==> config.mk <==
export PLATFORM = sky130hd
export DESIGN_NAME = uart_line_control_extensions
export DESIGN_NICKNAME = d
export VERILOG_FILES = /design/src/rtl/uart_lce_pkg.sv /design/src/rtl/lce_fifo.sv /design/src/rtl/uart_line_control_extensions.sv
export VERILOG_INCLUDE_DIRS = /design/src /design/src/rtl
export SDC_FILE = /design/constraint.sdc
export NUM_CORES = 1
export LEC_CHECK = 0
export BUFFER_PORTS_ARGS = -buffer_cell sky130_fd_sc_hd__buf_2
export CORE_MARGIN = 10
export CORE_UTILIZATION = 55
export DETAILED_ROUTE_END_ITERATION = 10
export PLACE_DENSITY = 0.77
export SLEW_MARGIN = 20
export SYNTH_ARGS = -nofsm -noshare
export SYNTH_HDL_FRONTEND = slang
export SYNTH_SLANG_ARGS = --single-unit
==> constraint.sdc <==
create_clock -name mclk -period 5.5 [get_ports mclk]
set_input_delay 0.825 -clock mclk [delete_from_list [all_inputs] [get_ports mclk]]
set_output_delay 0.825 -clock mclk [all_outputs]
set_load 0.05 [all_outputs]
==> src/rtl/uart_lce_regs.svh <==
// Field codes, reset values and bit-period counts of the line-control extensions.
`ifndef UART_LCE_REGS_SVH
`define UART_LCE_REGS_SVH

// Codes of the parity mode field.
`define PAR_EVEN 3'h0
`define PAR_ODD 3'h1
`define PAR_SPACE 3'h2
`define PAR_MARK 3'h3
`define PAR_NONE 3'h4
`define PAR_NONE_ALT 3'h5
`define PAR_MULTIDROP_DATA 3'h6
`define PAR_MULTIDROP_ADDR 3'h7

// Operating mode code that selects hardware handshaking.
`define MODE_HANDSHAKE 4'h2

// Bits of one character: start, eight data bits and one stop bit, without parity.
`define CHAR_BITS_NOPAR 8'h0a
// Least idle time after a break, in bit periods.
`define BREAK_GAP_BITS 8'h0c
// High samples that end a received break, asynchronous and synchronous.
`define BRK_END_ASYNC 2'h2
`define BRK_END_SYNC 2'h1
// Reset values of the time-out counter and the bit counter.
`define TIMEOUT_RESET 16'h0000
`define COUNT_RESET 8'h00

`endif

==> src/rtl/uart_lce_pkg.sv <==
// Types shared by the line-control extension files.
package uart_lce_pkg;

	// States of the transmit sequencer.
	typedef enum logic [2:0] {
		TX_IDLE = 3'h0,
		TX_START = 3'h1,
		TX_DATA = 3'h2,
		TX_PARITY = 3'h3,
		TX_STOP = 3'h4,
		TX_GUARD = 3'h5,
		TX_BREAK = 3'h6,
		TX_GAP = 3'h7
	} txState_e;

	typedef logic [7:0] char_t;

endpackage

==> src/rtl/lce_fifo.sv <==
// Small first-in first-out buffer with valid and ready on both sides.
`timescale 1ns/100ps
module lce_fifo #(
	parameter int WIDTH = 8,
	parameter int DEPTH = 4
) (
	// Clock and reset.
	input wire logic mclk,
	input wire logic srst,
	// Filling side.
	input wire logic inValid,
	output logic inReady,
	input wire logic [WIDTH-1:0] inData,
	// Draining side.
	output logic outValid,
	input wire logic outReady,
	output logic [WIDTH-1:0] outData
);
	localparam int AW = (DEPTH > 1) ? $clog2(DEPTH) : 1;

	// Refuse depths that the pointer arithmetic cannot serve.
	generate
		if (DEPTH < 2 || (DEPTH & (DEPTH - 1)) != 0 || WIDTH < 1) begin : gBadParam
			$error("lce_fifo needs a power-of-two depth of at least two");
		end
	endgenerate

	logic [WIDTH-1:0] mem_r [DEPTH];
	logic [AW-1:0] wrPtr_r;
	logic [AW-1:0] rdPtr_r;
	logic [AW:0] count_r;
	logic push;
	logic pop;

	// Full and empty come straight from the occupancy count.
	assign inReady = (count_r < (AW+1)'(DEPTH));
	assign outValid = (count_r != '0);
	assign push = inValid && inReady;
	assign pop = outValid && outReady;
	assign outData = mem_r[rdPtr_r];

	// Storage is written only at the write pointer.
	always_ff @(posedge mclk) begin
		if (push) begin
			mem_r[wrPtr_r] <= inData;
		end
	end

	// Pointers and count move with accepted pushes and pops.
	always_ff @(posedge mclk) begin
		if (srst) begin
			wrPtr_r <= '0;
			rdPtr_r <= '0;
			count_r <= '0;
		end else begin
			if (push) begin
				wrPtr_r <= wrPtr_r + 1'b1;
			end
			if (pop) begin
				rdPtr_r <= rdPtr_r + 1'b1;
			end
			if (push && !pop) begin
				count_r <= count_r + 1'b1;
			end else if (pop && !push) begin
				count_r <= count_r - 1'b1;
			end
		end
	end

endmodule

==> src/rtl/uart_line_control_extensions.sv <==
// Multidrop, timeguard, receive time-out, break and handshaking logic of a serial port.
//
// Operation
// RQ1: Parity codes six and seven select multidrop.
// RQ2: Multidrop sends data parity low, addresses high.
// RQ3: Multidrop receiver flags parity error on high parity.
// RQ4: Send-address command marks next written character.
// RQ5: Clear-status command clears the parity error flag.
// RQ6: Nonzero guard time adds idle bit periods.
// RQ7: Guard time delays holding-free and idle flags.
// RQ8: Zero time-out value keeps time-out flag low.
// RQ9: Time-out counter loads, decrements, reloads, flags zero.
// RQ10: Arm command freezes counter until first character.
// RQ11: Reload command restarts counting down at once.
// RQ12: Low stop bit sets framing error, clearable.
// RQ13: Break waits for current character, holds line low.
// RQ14: Repeated break starts ignored while break active.
// RQ15: Early break stop still completes one character.
// RQ16: Break commands need holding free; start clears flags.
// RQ17: Software never writes break start and stop together.
// RQ18: Stray stops ignored; writes during pending break dropped.
// RQ19: Line high twelve bits or guard after break.
// RQ20: All-zero character sets break seen, not framing.
// RQ21: High line after break sets break seen again.
// RQ22: Operating mode code two enables handshaking.
// RQ23: Handshake drives request high when reception impossible.
// RQ24: High clear-to-send stops transmitter after character.
// RQ25: Time-out flag holds until arm or reload.
`timescale 1ns/100ps
`include "uart_lce_regs.svh"
module uart_line_control_extensions #(
	parameter int RX_FIFO_DEPTH = 4
) (
	// Clock, reset and bit-rate strobes.
	input wire logic mclk,
	input wire logic srst,
	input wire logic bitTick,
	input wire logic sampleTick,
	// Configuration.
	input wire logic [2:0] parityModeField,
	input wire logic [3:0] operatingModeField,
	input wire logic syncMode,
	input wire logic [7:0] guardTimeField,
	input wire logic [15:0] timeoutValueField,
	// Command strobes.
	input wire logic sendAddressCmd,
	input wire logic clearStatusCmd,
	input wire logic armTimeoutCmd,
	input wire logic reloadTimeoutCmd,
	input wire logic breakStartCmd,
	input wire logic breakStopCmd,
	// Transmit holding register write.
	input wire logic holdingWrite,
	input wire logic [7:0] holdingData,
	// Status.
	output logic txHoldingFreeFlag,
	output logic txIdleFlag,
	output logic parityErrorFlag,
	output logic framingErrorFlag,
	output logic breakSeenFlag,
	output logic timeoutFlag,
	// Received character from the shifter.
	input wire logic rxCharDone,
	input wire logic [7:0] rxCharData,
	input wire logic rxParityBit,
	input wire logic rxStopBit,
	input wire logic rxEnable,
	input wire logic rxBufferFullStatus,
	// Received character stream.
	output logic rxOutValid,
	input wire logic rxOutReady,
	output logic [7:0] rxOutData,
	// Serial pins.
	output logic txd,
	input wire logic rxd,
	input wire logic cts,
	output logic rts
);
	// Refuse a receive buffer of fewer than two words; the buffer module refuses other bad depths.
	generate
		if (RX_FIFO_DEPTH < 2) begin : gBadDepth
			$error("receive buffer needs at least two words");
		end
	endgenerate

	// Parity value that the configured mode gives for a character.
	function automatic logic parityOf(input logic [2:0] mode, input logic [7:0] data,
			input logic addr);
		unique case (mode)
			`PAR_EVEN: parityOf = ^data;
			`PAR_ODD: parityOf = ~^data;
			`PAR_SPACE: parityOf = 1'b0;
			`PAR_MARK: parityOf = 1'b1;
			`PAR_MULTIDROP_DATA, `PAR_MULTIDROP_ADDR: parityOf = addr;
			default: parityOf = 1'b0;
		endcase
	endfunction

	// True when the mode carries a parity position.
	function automatic logic hasParity(input logic [2:0] mode);
		hasParity = (mode != `PAR_NONE) && (mode != `PAR_NONE_ALT);
	endfunction

	uart_lce_pkg::txState_e txState_r;
	uart_lce_pkg::txState_e txState_nxt;
	uart_lce_pkg::txState_e launchState;
	uart_lce_pkg::char_t shift_r;
	uart_lce_pkg::char_t holdData_r;
	logic [7:0] bitCnt_r;
	logic [7:0] charBits;
	logic [7:0] gapBits;
	logic parBit_r;
	logic holdAddr_r;
	logic holdFull_r;
	logic addrPend_r;
	logic brkPend_r;
	logic brkStopReq_r;
	logic brkMinDone_r;
	logic multidrop;
	logic handshake;
	logic ctsBlock;
	logic launch;
	logic holdAccept;
	logic brkStartOk;
	logic brkStopOk;
	logic rxBreak;
	logic rxInBreak_r;
	logic [1:0] hiCnt_r;
	logic brkEnd;
	logic endSample;
	logic [15:0] toCnt_r;
	logic toRun_r;
	logic toWait_r;
	logic fifoReady;

	assign multidrop = (parityModeField == `PAR_MULTIDROP_DATA) ||
		(parityModeField == `PAR_MULTIDROP_ADDR); // [RQ1]
	assign handshake = (operatingModeField == `MODE_HANDSHAKE); // [RQ22]
	assign ctsBlock = handshake && cts; // [RQ24]
	assign charBits = `CHAR_BITS_NOPAR + {7'h00, hasParity(parityModeField)};
	assign gapBits = (guardTimeField > `BREAK_GAP_BITS) ? guardTimeField : `BREAK_GAP_BITS; // [RQ19]

	// Status flags of the transmitter follow the holding register and the sequencer.
	assign txHoldingFreeFlag = !holdFull_r && !brkPend_r && (txState_r != uart_lce_pkg::TX_GAP);
	assign txIdleFlag = (txState_r == uart_lce_pkg::TX_IDLE) && !holdFull_r && !brkPend_r; // [RQ7]
	assign holdAccept = holdingWrite && !holdFull_r && !brkPend_r; // [RQ18]
	assign brkStartOk = breakStartCmd && txHoldingFreeFlag && (txState_r != uart_lce_pkg::TX_BREAK); // [RQ14] [RQ16]
	assign brkStopOk = breakStopCmd && txHoldingFreeFlag && (txState_r == uart_lce_pkg::TX_BREAK); // [RQ16] [RQ18]

	// What follows the end of a character: a pending break first, then a waiting character.
	always_comb begin
		if (brkPend_r) begin
			launchState = uart_lce_pkg::TX_BREAK; // [RQ13]
		end else if (holdFull_r && !ctsBlock) begin
			launchState = uart_lce_pkg::TX_START; // [RQ24]
		end else begin
			launchState = uart_lce_pkg::TX_IDLE;
		end
	end

	// Next state of the transmit sequencer; every step waits for a bit period.
	always_comb begin
		txState_nxt = txState_r;
		if (bitTick) begin
			unique case (txState_r)
				uart_lce_pkg::TX_IDLE: txState_nxt = launchState;
				uart_lce_pkg::TX_START: txState_nxt = uart_lce_pkg::TX_DATA;
				uart_lce_pkg::TX_DATA: begin
					if (bitCnt_r == 8'h07) begin
						txState_nxt = hasParity(parityModeField) ? uart_lce_pkg::TX_PARITY :
							uart_lce_pkg::TX_STOP;
					end
				end
				uart_lce_pkg::TX_PARITY: txState_nxt = uart_lce_pkg::TX_STOP;
				uart_lce_pkg::TX_STOP: begin
					txState_nxt = (guardTimeField != 8'h00) ? uart_lce_pkg::TX_GUARD : launchState; // [RQ6]
				end
				uart_lce_pkg::TX_GUARD: begin
					if (bitCnt_r + 8'h01 >= guardTimeField) begin
						txState_nxt = launchState; // [RQ6]
					end
				end
				uart_lce_pkg::TX_BREAK: begin
					if ((brkMinDone_r || bitCnt_r + 8'h01 >= charBits) && brkStopReq_r) begin
						txState_nxt = uart_lce_pkg::TX_GAP; // [RQ15]
					end
				end
				uart_lce_pkg::TX_GAP: begin
					if (bitCnt_r + 8'h01 >= gapBits) begin
						txState_nxt = launchState; // [RQ19]
					end
				end
			endcase
		end
	end

	assign launch = (txState_nxt == uart_lce_pkg::TX_START) && (txState_r != uart_lce_pkg::TX_START);

	// Sequencer state, bit counter and shifter.
	always_ff @(posedge mclk) begin
		if (srst) begin
			txState_r <= uart_lce_pkg::TX_IDLE;
			bitCnt_r <= `COUNT_RESET;
			shift_r <= 8'h00;
			parBit_r <= 1'b0;
			brkMinDone_r <= 1'b0;
		end else begin
			txState_r <= txState_nxt;
			if (launch) begin
				shift_r <= holdData_r;
				parBit_r <= parityOf(parityModeField, holdData_r, holdAddr_r); // [RQ2] [RQ4]
			end else if (bitTick && txState_r == uart_lce_pkg::TX_DATA) begin
				shift_r <= {1'b0, shift_r[7:1]};
			end
			if (txState_nxt != txState_r) begin
				bitCnt_r <= `COUNT_RESET;
			end else if (bitTick && bitCnt_r != 8'hff) begin
				bitCnt_r <= bitCnt_r + 8'h01;
			end
			if (txState_r != uart_lce_pkg::TX_BREAK) begin
				brkMinDone_r <= 1'b0;
			end else if (bitTick && bitCnt_r + 8'h01 >= charBits) begin
				brkMinDone_r <= 1'b1; // [RQ15]
			end
		end
	end

	// Transmit line level for the current state.
	always_ff @(posedge mclk) begin
		if (srst) begin
			txd <= 1'b1;
		end else begin
			unique case (txState_nxt)
				uart_lce_pkg::TX_START: txd <= 1'b0;
				uart_lce_pkg::TX_DATA: txd <= (bitTick && txState_r == uart_lce_pkg::TX_DATA) ?
					shift_r[1] : shift_r[0];
				uart_lce_pkg::TX_PARITY: txd <= parBit_r;
				uart_lce_pkg::TX_BREAK: txd <= 1'b0; // [RQ13]
				uart_lce_pkg::TX_IDLE, uart_lce_pkg::TX_STOP, uart_lce_pkg::TX_GUARD,
				uart_lce_pkg::TX_GAP: txd <= 1'b1; // [RQ6] [RQ19]
			endcase
		end
	end

	// Holding register and the address marker armed by the send-address command.
	always_ff @(posedge mclk) begin
		if (srst) begin
			holdData_r <= 8'h00;
			holdAddr_r <= 1'b0;
			holdFull_r <= 1'b0;
			addrPend_r <= 1'b0;
		end else begin
			if (holdAccept) begin
				holdData_r <= holdingData;
				holdAddr_r <= addrPend_r || sendAddressCmd; // [RQ4]
				holdFull_r <= 1'b1;
			end else if (launch) begin
				holdFull_r <= 1'b0; // [RQ7]
			end
			if (holdAccept) begin
				addrPend_r <= 1'b0;
			end else if (sendAddressCmd) begin
				addrPend_r <= 1'b1; // [RQ4]
			end
		end
	end

	// Break request and stop request bookkeeping.
	always_ff @(posedge mclk) begin
		if (srst) begin
			brkPend_r <= 1'b0;
			brkStopReq_r <= 1'b0;
		end else begin
			if (txState_nxt == uart_lce_pkg::TX_BREAK && txState_r != uart_lce_pkg::TX_BREAK) begin
				brkPend_r <= 1'b0;
			end else if (brkStartOk) begin
				brkPend_r <= 1'b1; // [RQ13] [RQ16]
			end
			if (txState_r != uart_lce_pkg::TX_BREAK) begin
				brkStopReq_r <= 1'b0; // [RQ18]
			end else if (brkStopOk) begin
				brkStopReq_r <= 1'b1;
			end
		end
	end

	// Received character classification.
	assign rxBreak = (rxCharData == 8'h00) && !rxStopBit &&
		(!hasParity(parityModeField) || !rxParityBit); // [RQ20]

	// Error flags: a setting event wins over a clear in the same cycle.
	always_ff @(posedge mclk) begin
		if (srst) begin
			parityErrorFlag <= 1'b0;
			framingErrorFlag <= 1'b0;
			breakSeenFlag <= 1'b0;
		end else begin
			if (rxCharDone && hasParity(parityModeField) && !rxBreak &&
					(multidrop ? rxParityBit :
					rxParityBit != parityOf(parityModeField, rxCharData, 1'b0))) begin
				parityErrorFlag <= 1'b1; // [RQ3]
			end else if (clearStatusCmd) begin
				parityErrorFlag <= 1'b0; // [RQ5]
			end
			if (rxCharDone && !rxStopBit && !rxBreak) begin
				framingErrorFlag <= 1'b1; // [RQ12]
			end else if (clearStatusCmd) begin
				framingErrorFlag <= 1'b0; // [RQ12]
			end
			if ((rxCharDone && rxBreak) || brkEnd) begin
				breakSeenFlag <= 1'b1; // [RQ20] [RQ21]
			end else if (clearStatusCmd) begin
				breakSeenFlag <= 1'b0; // [RQ20]
			end
		end
	end

	// End of a received break: enough consecutive high samples of the line.
	assign endSample = syncMode ? bitTick : sampleTick;
	assign brkEnd = rxInBreak_r && endSample && rxd &&
		(hiCnt_r + 2'h1 >= (syncMode ? `BRK_END_SYNC : `BRK_END_ASYNC)); // [RQ21]

	always_ff @(posedge mclk) begin
		if (srst) begin
			rxInBreak_r <= 1'b0;
			hiCnt_r <= 2'h0;
		end else begin
			if (rxCharDone && rxBreak) begin
				rxInBreak_r <= 1'b1;
			end else if (brkEnd) begin
				rxInBreak_r <= 1'b0;
			end
			if (!rxInBreak_r || (endSample && !rxd) || brkEnd) begin
				hiCnt_r <= 2'h0;
			end else if (endSample) begin
				hiCnt_r <= hiCnt_r + 2'h1;
			end
		end
	end

	// Receiver idle time-out counter.
	always_ff @(posedge mclk) begin
		if (srst) begin
			toCnt_r <= `TIMEOUT_RESET;
			toRun_r <= 1'b0;
			toWait_r <= 1'b0;
			timeoutFlag <= 1'b0;
		end else if (timeoutValueField == 16'h0000) begin
			toCnt_r <= `TIMEOUT_RESET;
			toRun_r <= 1'b0;
			toWait_r <= 1'b0;
			timeoutFlag <= 1'b0; // [RQ8]
		end else if (reloadTimeoutCmd) begin
			toCnt_r <= timeoutValueField;
			toRun_r <= 1'b1; // [RQ11]
			toWait_r <= 1'b0;
			timeoutFlag <= 1'b0; // [RQ25]
		end else if (armTimeoutCmd) begin
			toCnt_r <= timeoutValueField;
			toRun_r <= 1'b0; // [RQ10]
			toWait_r <= 1'b1;
			timeoutFlag <= 1'b0; // [RQ25]
		end else if (rxCharDone) begin
			toCnt_r <= timeoutValueField; // [RQ9]
			if (toWait_r || toRun_r) begin
				toRun_r <= 1'b1;
			end
			toWait_r <= 1'b0;
		end else if (toRun_r && bitTick) begin
			if (toCnt_r <= 16'h0001) begin
				toCnt_r <= `TIMEOUT_RESET;
				toRun_r <= 1'b0;
				timeoutFlag <= 1'b1; // [RQ9]
			end else begin
				toCnt_r <= toCnt_r - 16'h0001; // [RQ9]
			end
		end
	end

	// Request-to-send tells the remote side when reception is impossible.
	assign rts = handshake && ((!rxEnable && rxBufferFullStatus) || !fifoReady); // [RQ23]

	// Received characters wait in a small buffer until the consumer takes them.
	lce_fifo #(
		.WIDTH(8),
		.DEPTH(RX_FIFO_DEPTH)
	) rxFifo (
		.mclk(mclk),
		.srst(srst),
		.inValid(rxCharDone && rxEnable && !rxBreak),
		.inReady(fifoReady),
		.inData(rxCharData),
		.outValid(rxOutValid),
		.outReady(rxOutReady),
		.outData(rxOutData)
	);
endmodule

==> metrics <==
status completed; first-pass GRT wire length 23.3 mm; Worst Path Arrival 4.43 ns; synth warn 0; DP HPWL 10.6 mm; die width 121 microns; Post-Syn Instances 621; area of the mapped netlist 5650 sq um; Core Rows 36; cell area after layout 6350 sq um; HP Class reg2reg; io pins 84; post-synth cell types 67; I/O Buffers 83; CTS tree built; Post-DP Area 6130 sq um; gp weighted congestion 0.975; Slew @ Worst Pin 1.09 ns; Syn Nets 720; cts hold-fix bufs 0; maximum vdd ir drop 0.191 mV; Final nets 790; CTS Sinks 101; share of layout cells above drive strength 1 17.0%; Detail Route met2 WL 6.92 mm; Max Clk Rate 0.242 GHz; non-filler cells in the finished layout 829; Starting DRT DRC Count 466; synthesis-to-finish area growth 12.6%; final setup violation count 0; LEAKAGE 2.59 nW; Inserted Clock Buffers 9; die area 14700 sq um; met3 wire length 947 microns; CP Data Required Time 5.79 ns; worst skew pair latency 0.38 ns; via count 4955; number of synthesized flops with an enable pin 32; root buf cell clkbuf_8; top routing layer in use met4; DRT Wirelength 14.1 mm; max capacitance violation total 0; Crit path largest cell delay 0.92 ns; remaining antenna violation count 0; endpoints failing hold 0; dpl ws 1.14 ns; drt wl/cell 17.0 microns; Placed Cells 813; Post-CTS Setup Repair Bufs 0; Setup crit start kind register; Pwr Total 2.02 mW; crit path kind reg2reg; Setup TNS Final 0 ns; fin. max-slew vios 0; Antenna diodes 0; DR pass1 iterations 6; crit share post-route 75.3%; #FFs+latches synth 101; minimum clock period 4.14 ns; clock-pin slew on the worst setup and hold paths 0.11 ns; Die Ht 121 microns; Max Buffers Root-to-Sink 2; unrepaired setup endpoints after global routing false; worst setup margin 1.36 ns; largest net degree at the start of global routing 40; initial antenna violation count 0; CP Capture Type register; residual DRC count 0; sequential share of the synthesized area 41.5%; H-Tree Depth 3; Via-to-Cell Ratio 5.98; Starting Density 57.2%; Synth Flop Type dfxtp_1; worst-path cell chain ha_1 > and2_1 > nand4_1 > xnor2_1 > ha_1 > nand3_1 > nand2_1 > a311oi_1 > o311ai_1 > nand4_1 > a31oi_1 > nor4_1 > a211oi_1; Layout Skew 0.00634 ns; Worst Path Max Fanout 12; PD cells 318 nW/um^2; GRT Total Usage 19.2%; ys async rst share 0%; PostCTS Resize Cnt 0; vias in the first global route 4951; Mapped Avg Cell Area 9.09 sq um; critical-path cell with the highest stage delay a31oi_1; relative slew slack 27.3%; CORE AREA 9860 sq um; GRT Residual Overflow 0; M1 WL 6.01 mm
## layout by cell type (no fill, tap or decap), drive strengths merged, types with 4 or more instances in the layout
master | synthesis | layout
mux4 | 8 | 8
a32oi | 5 | 5
clkbuf | 17 | 9
mux2i | 12 | 12
a211oi | 13 | 13
a21oi | 44 | 44
ha | 31 | 31
nand2b | 11 | 11
and3 | 5 | 5
nor2b | 6 | 6
a31oi | 6 | 6
nand2 | 58 | 58
dfxtp | 69 | 69
nor4b | 5 | 5
xor2 | 12 | 12
nor4 | 22 | 22
xnor2 | 18 | 18
and2 | 9 | 9
or3 | 7 | 7
nand4 | 6 | 6
inv | 38 | 42
o31ai | 4 | 4
o21ai | 28 | 28
edfxtp | 32 | 32
nor3 | 17 | 17
buf | 9 | 85
a311oi | 4 | 4
nor2 | 70 | 70
nand3 | 11 | 11
## registers in the layout (all words and copies together) (netlist names), 2 cells and up, named ones only
register,count
rxFifo.wrPtr_r,2
rxFifo.rdPtr_r,2
holdData_r,8
toCnt_r,16
rxFifo.mem_r,32
txState_r,3
hiCnt_r,2
shift_r,8
bitCnt_r,8
rxFifo.count_r,3
## power by group
group | switching, mW | internal [mW]
Sequential | 0.0750 | 0.832
Clock | 0.289 | 0.227
Combinational | 0.377 | 0.222
## layout make-up
| cell class | count | area, sq um |
|---|---|---|
| Inverter | 38 | 143 |
| Sequential cell | 101 | 2340 |
| Multi-Input combinational cell | 456 | 3050 |
| Clock buffer | 9 | 124 |
| Fill cell | 814 | 3510 |
| Clock inverter | 7 | 103 |
| Timing Repair Buffer | 85 | 430 |
| Tap cell | 133 | 166 |
## routing by layer
| layer | up-vias | global-route usage, % |
|---|---|---|
| met5 | - | 0 |
| met4 | 0 | 7.00 |
| met3 | 22 | 4.65 |
| met2 | 202 | 32.1 |
| met1 | 2330 | 23.3 |
| li1 | 2401 | - |
## critical path: cells and delay by family (launching register included)
kind	cells	cell delay, ns
compound gates	4	1.66
xor+xnor	1	0.36
fa+ha+maj	2	0.54
flops	1	0.54
simple gates	6	0.96
## cell families (layout without fill, tap and decap cells)
logic type	count (synthesis)	after routing	synth area share (%)
xor+xnor	30	30	4.65
compound gates	135	135	15.6
mux	21	21	5.52
fa+ha+maj	32	32	7.23
buf+inv	64	139	4.54
flops	101	101	41.5
simple gates	238	238	20.9
## worst paths after layout
check / startpoint / to / slack [ns] / cells after the start
min: parityErrorFlag / parityErrorFlag / 0.47 / 2
max: bitCnt_r[0] / shift_r[2] / 1.36 / 13
min reg2reg: parityErrorFlag / parityErrorFlag / 0.47 / 2
max reg2reg: bitCnt_r[0] / shift_r[2] / 1.36 / 13
## Yosys cell counts (2+ instances only)
library cell | number | area, sq um
a2111o_1 | 2 | 22.5
a211oi_1 | 13 | 97.6
a21bo_2 | 2 | 20.0
a21o_1 | 2 | 15.0
a21oi_1 | 44 | 220
a221oi_1 | 2 | 17.5
a222oi_1 | 3 | 30.0
a22oi_1 | 3 | 22.5
a311oi_1 | 4 | 35.0
a31oi_1 | 6 | 37.5
a32oi_1 | 5 | 43.8
and2_1 | 9 | 56.3
and3_1 | 5 | 31.3
buf_1 | 3 | 11.3
buf_2 | 4 | 20.0
clkbuf_1 | 17 | 63.8
dfxtp_1 | 69 | 1380
edfxtp_1 | 32 | 961
ha_1 | 31 | 388
inv_1 | 37 | 139
mux2i_1 | 12 | 120
mux4_2 | 8 | 180
nand2_1 | 58 | 218
nand2b_1 | 11 | 68.8
nand3_1 | 10 | 50.1
nand4_1 | 6 | 37.5
nor2_1 | 70 | 263
nor2b_1 | 6 | 37.5
nor3_1 | 17 | 85.1
nor4_1 | 20 | 125
nor4_2 | 2 | 25.0
nor4b_1 | 5 | 43.8
o2111a_1 | 2 | 22.5
o21a_1 | 2 | 15.0
o21ai_0 | 21 | 105
o21ai_1 | 7 | 35.0
o311ai_1 | 2 | 17.5
o31ai_1 | 4 | 30.0
or2_1 | 2 | 12.5
or3_1 | 7 | 43.8
or4_1 | 2 | 15.0
xnor2_1 | 18 | 158
xor2_1 | 12 | 105
## metrics by stage
stage                     hold WS [ns]  utilization, %
after CTS                        0.472            64.4
after global placement           0.449            62.1
after floorplan                  0.443               -
final                            0.474            64.4
after detailed placement         0.457            62.1
after global routing             0.497            64.4
Note: power is estimated with default switching activity, not from simulation.
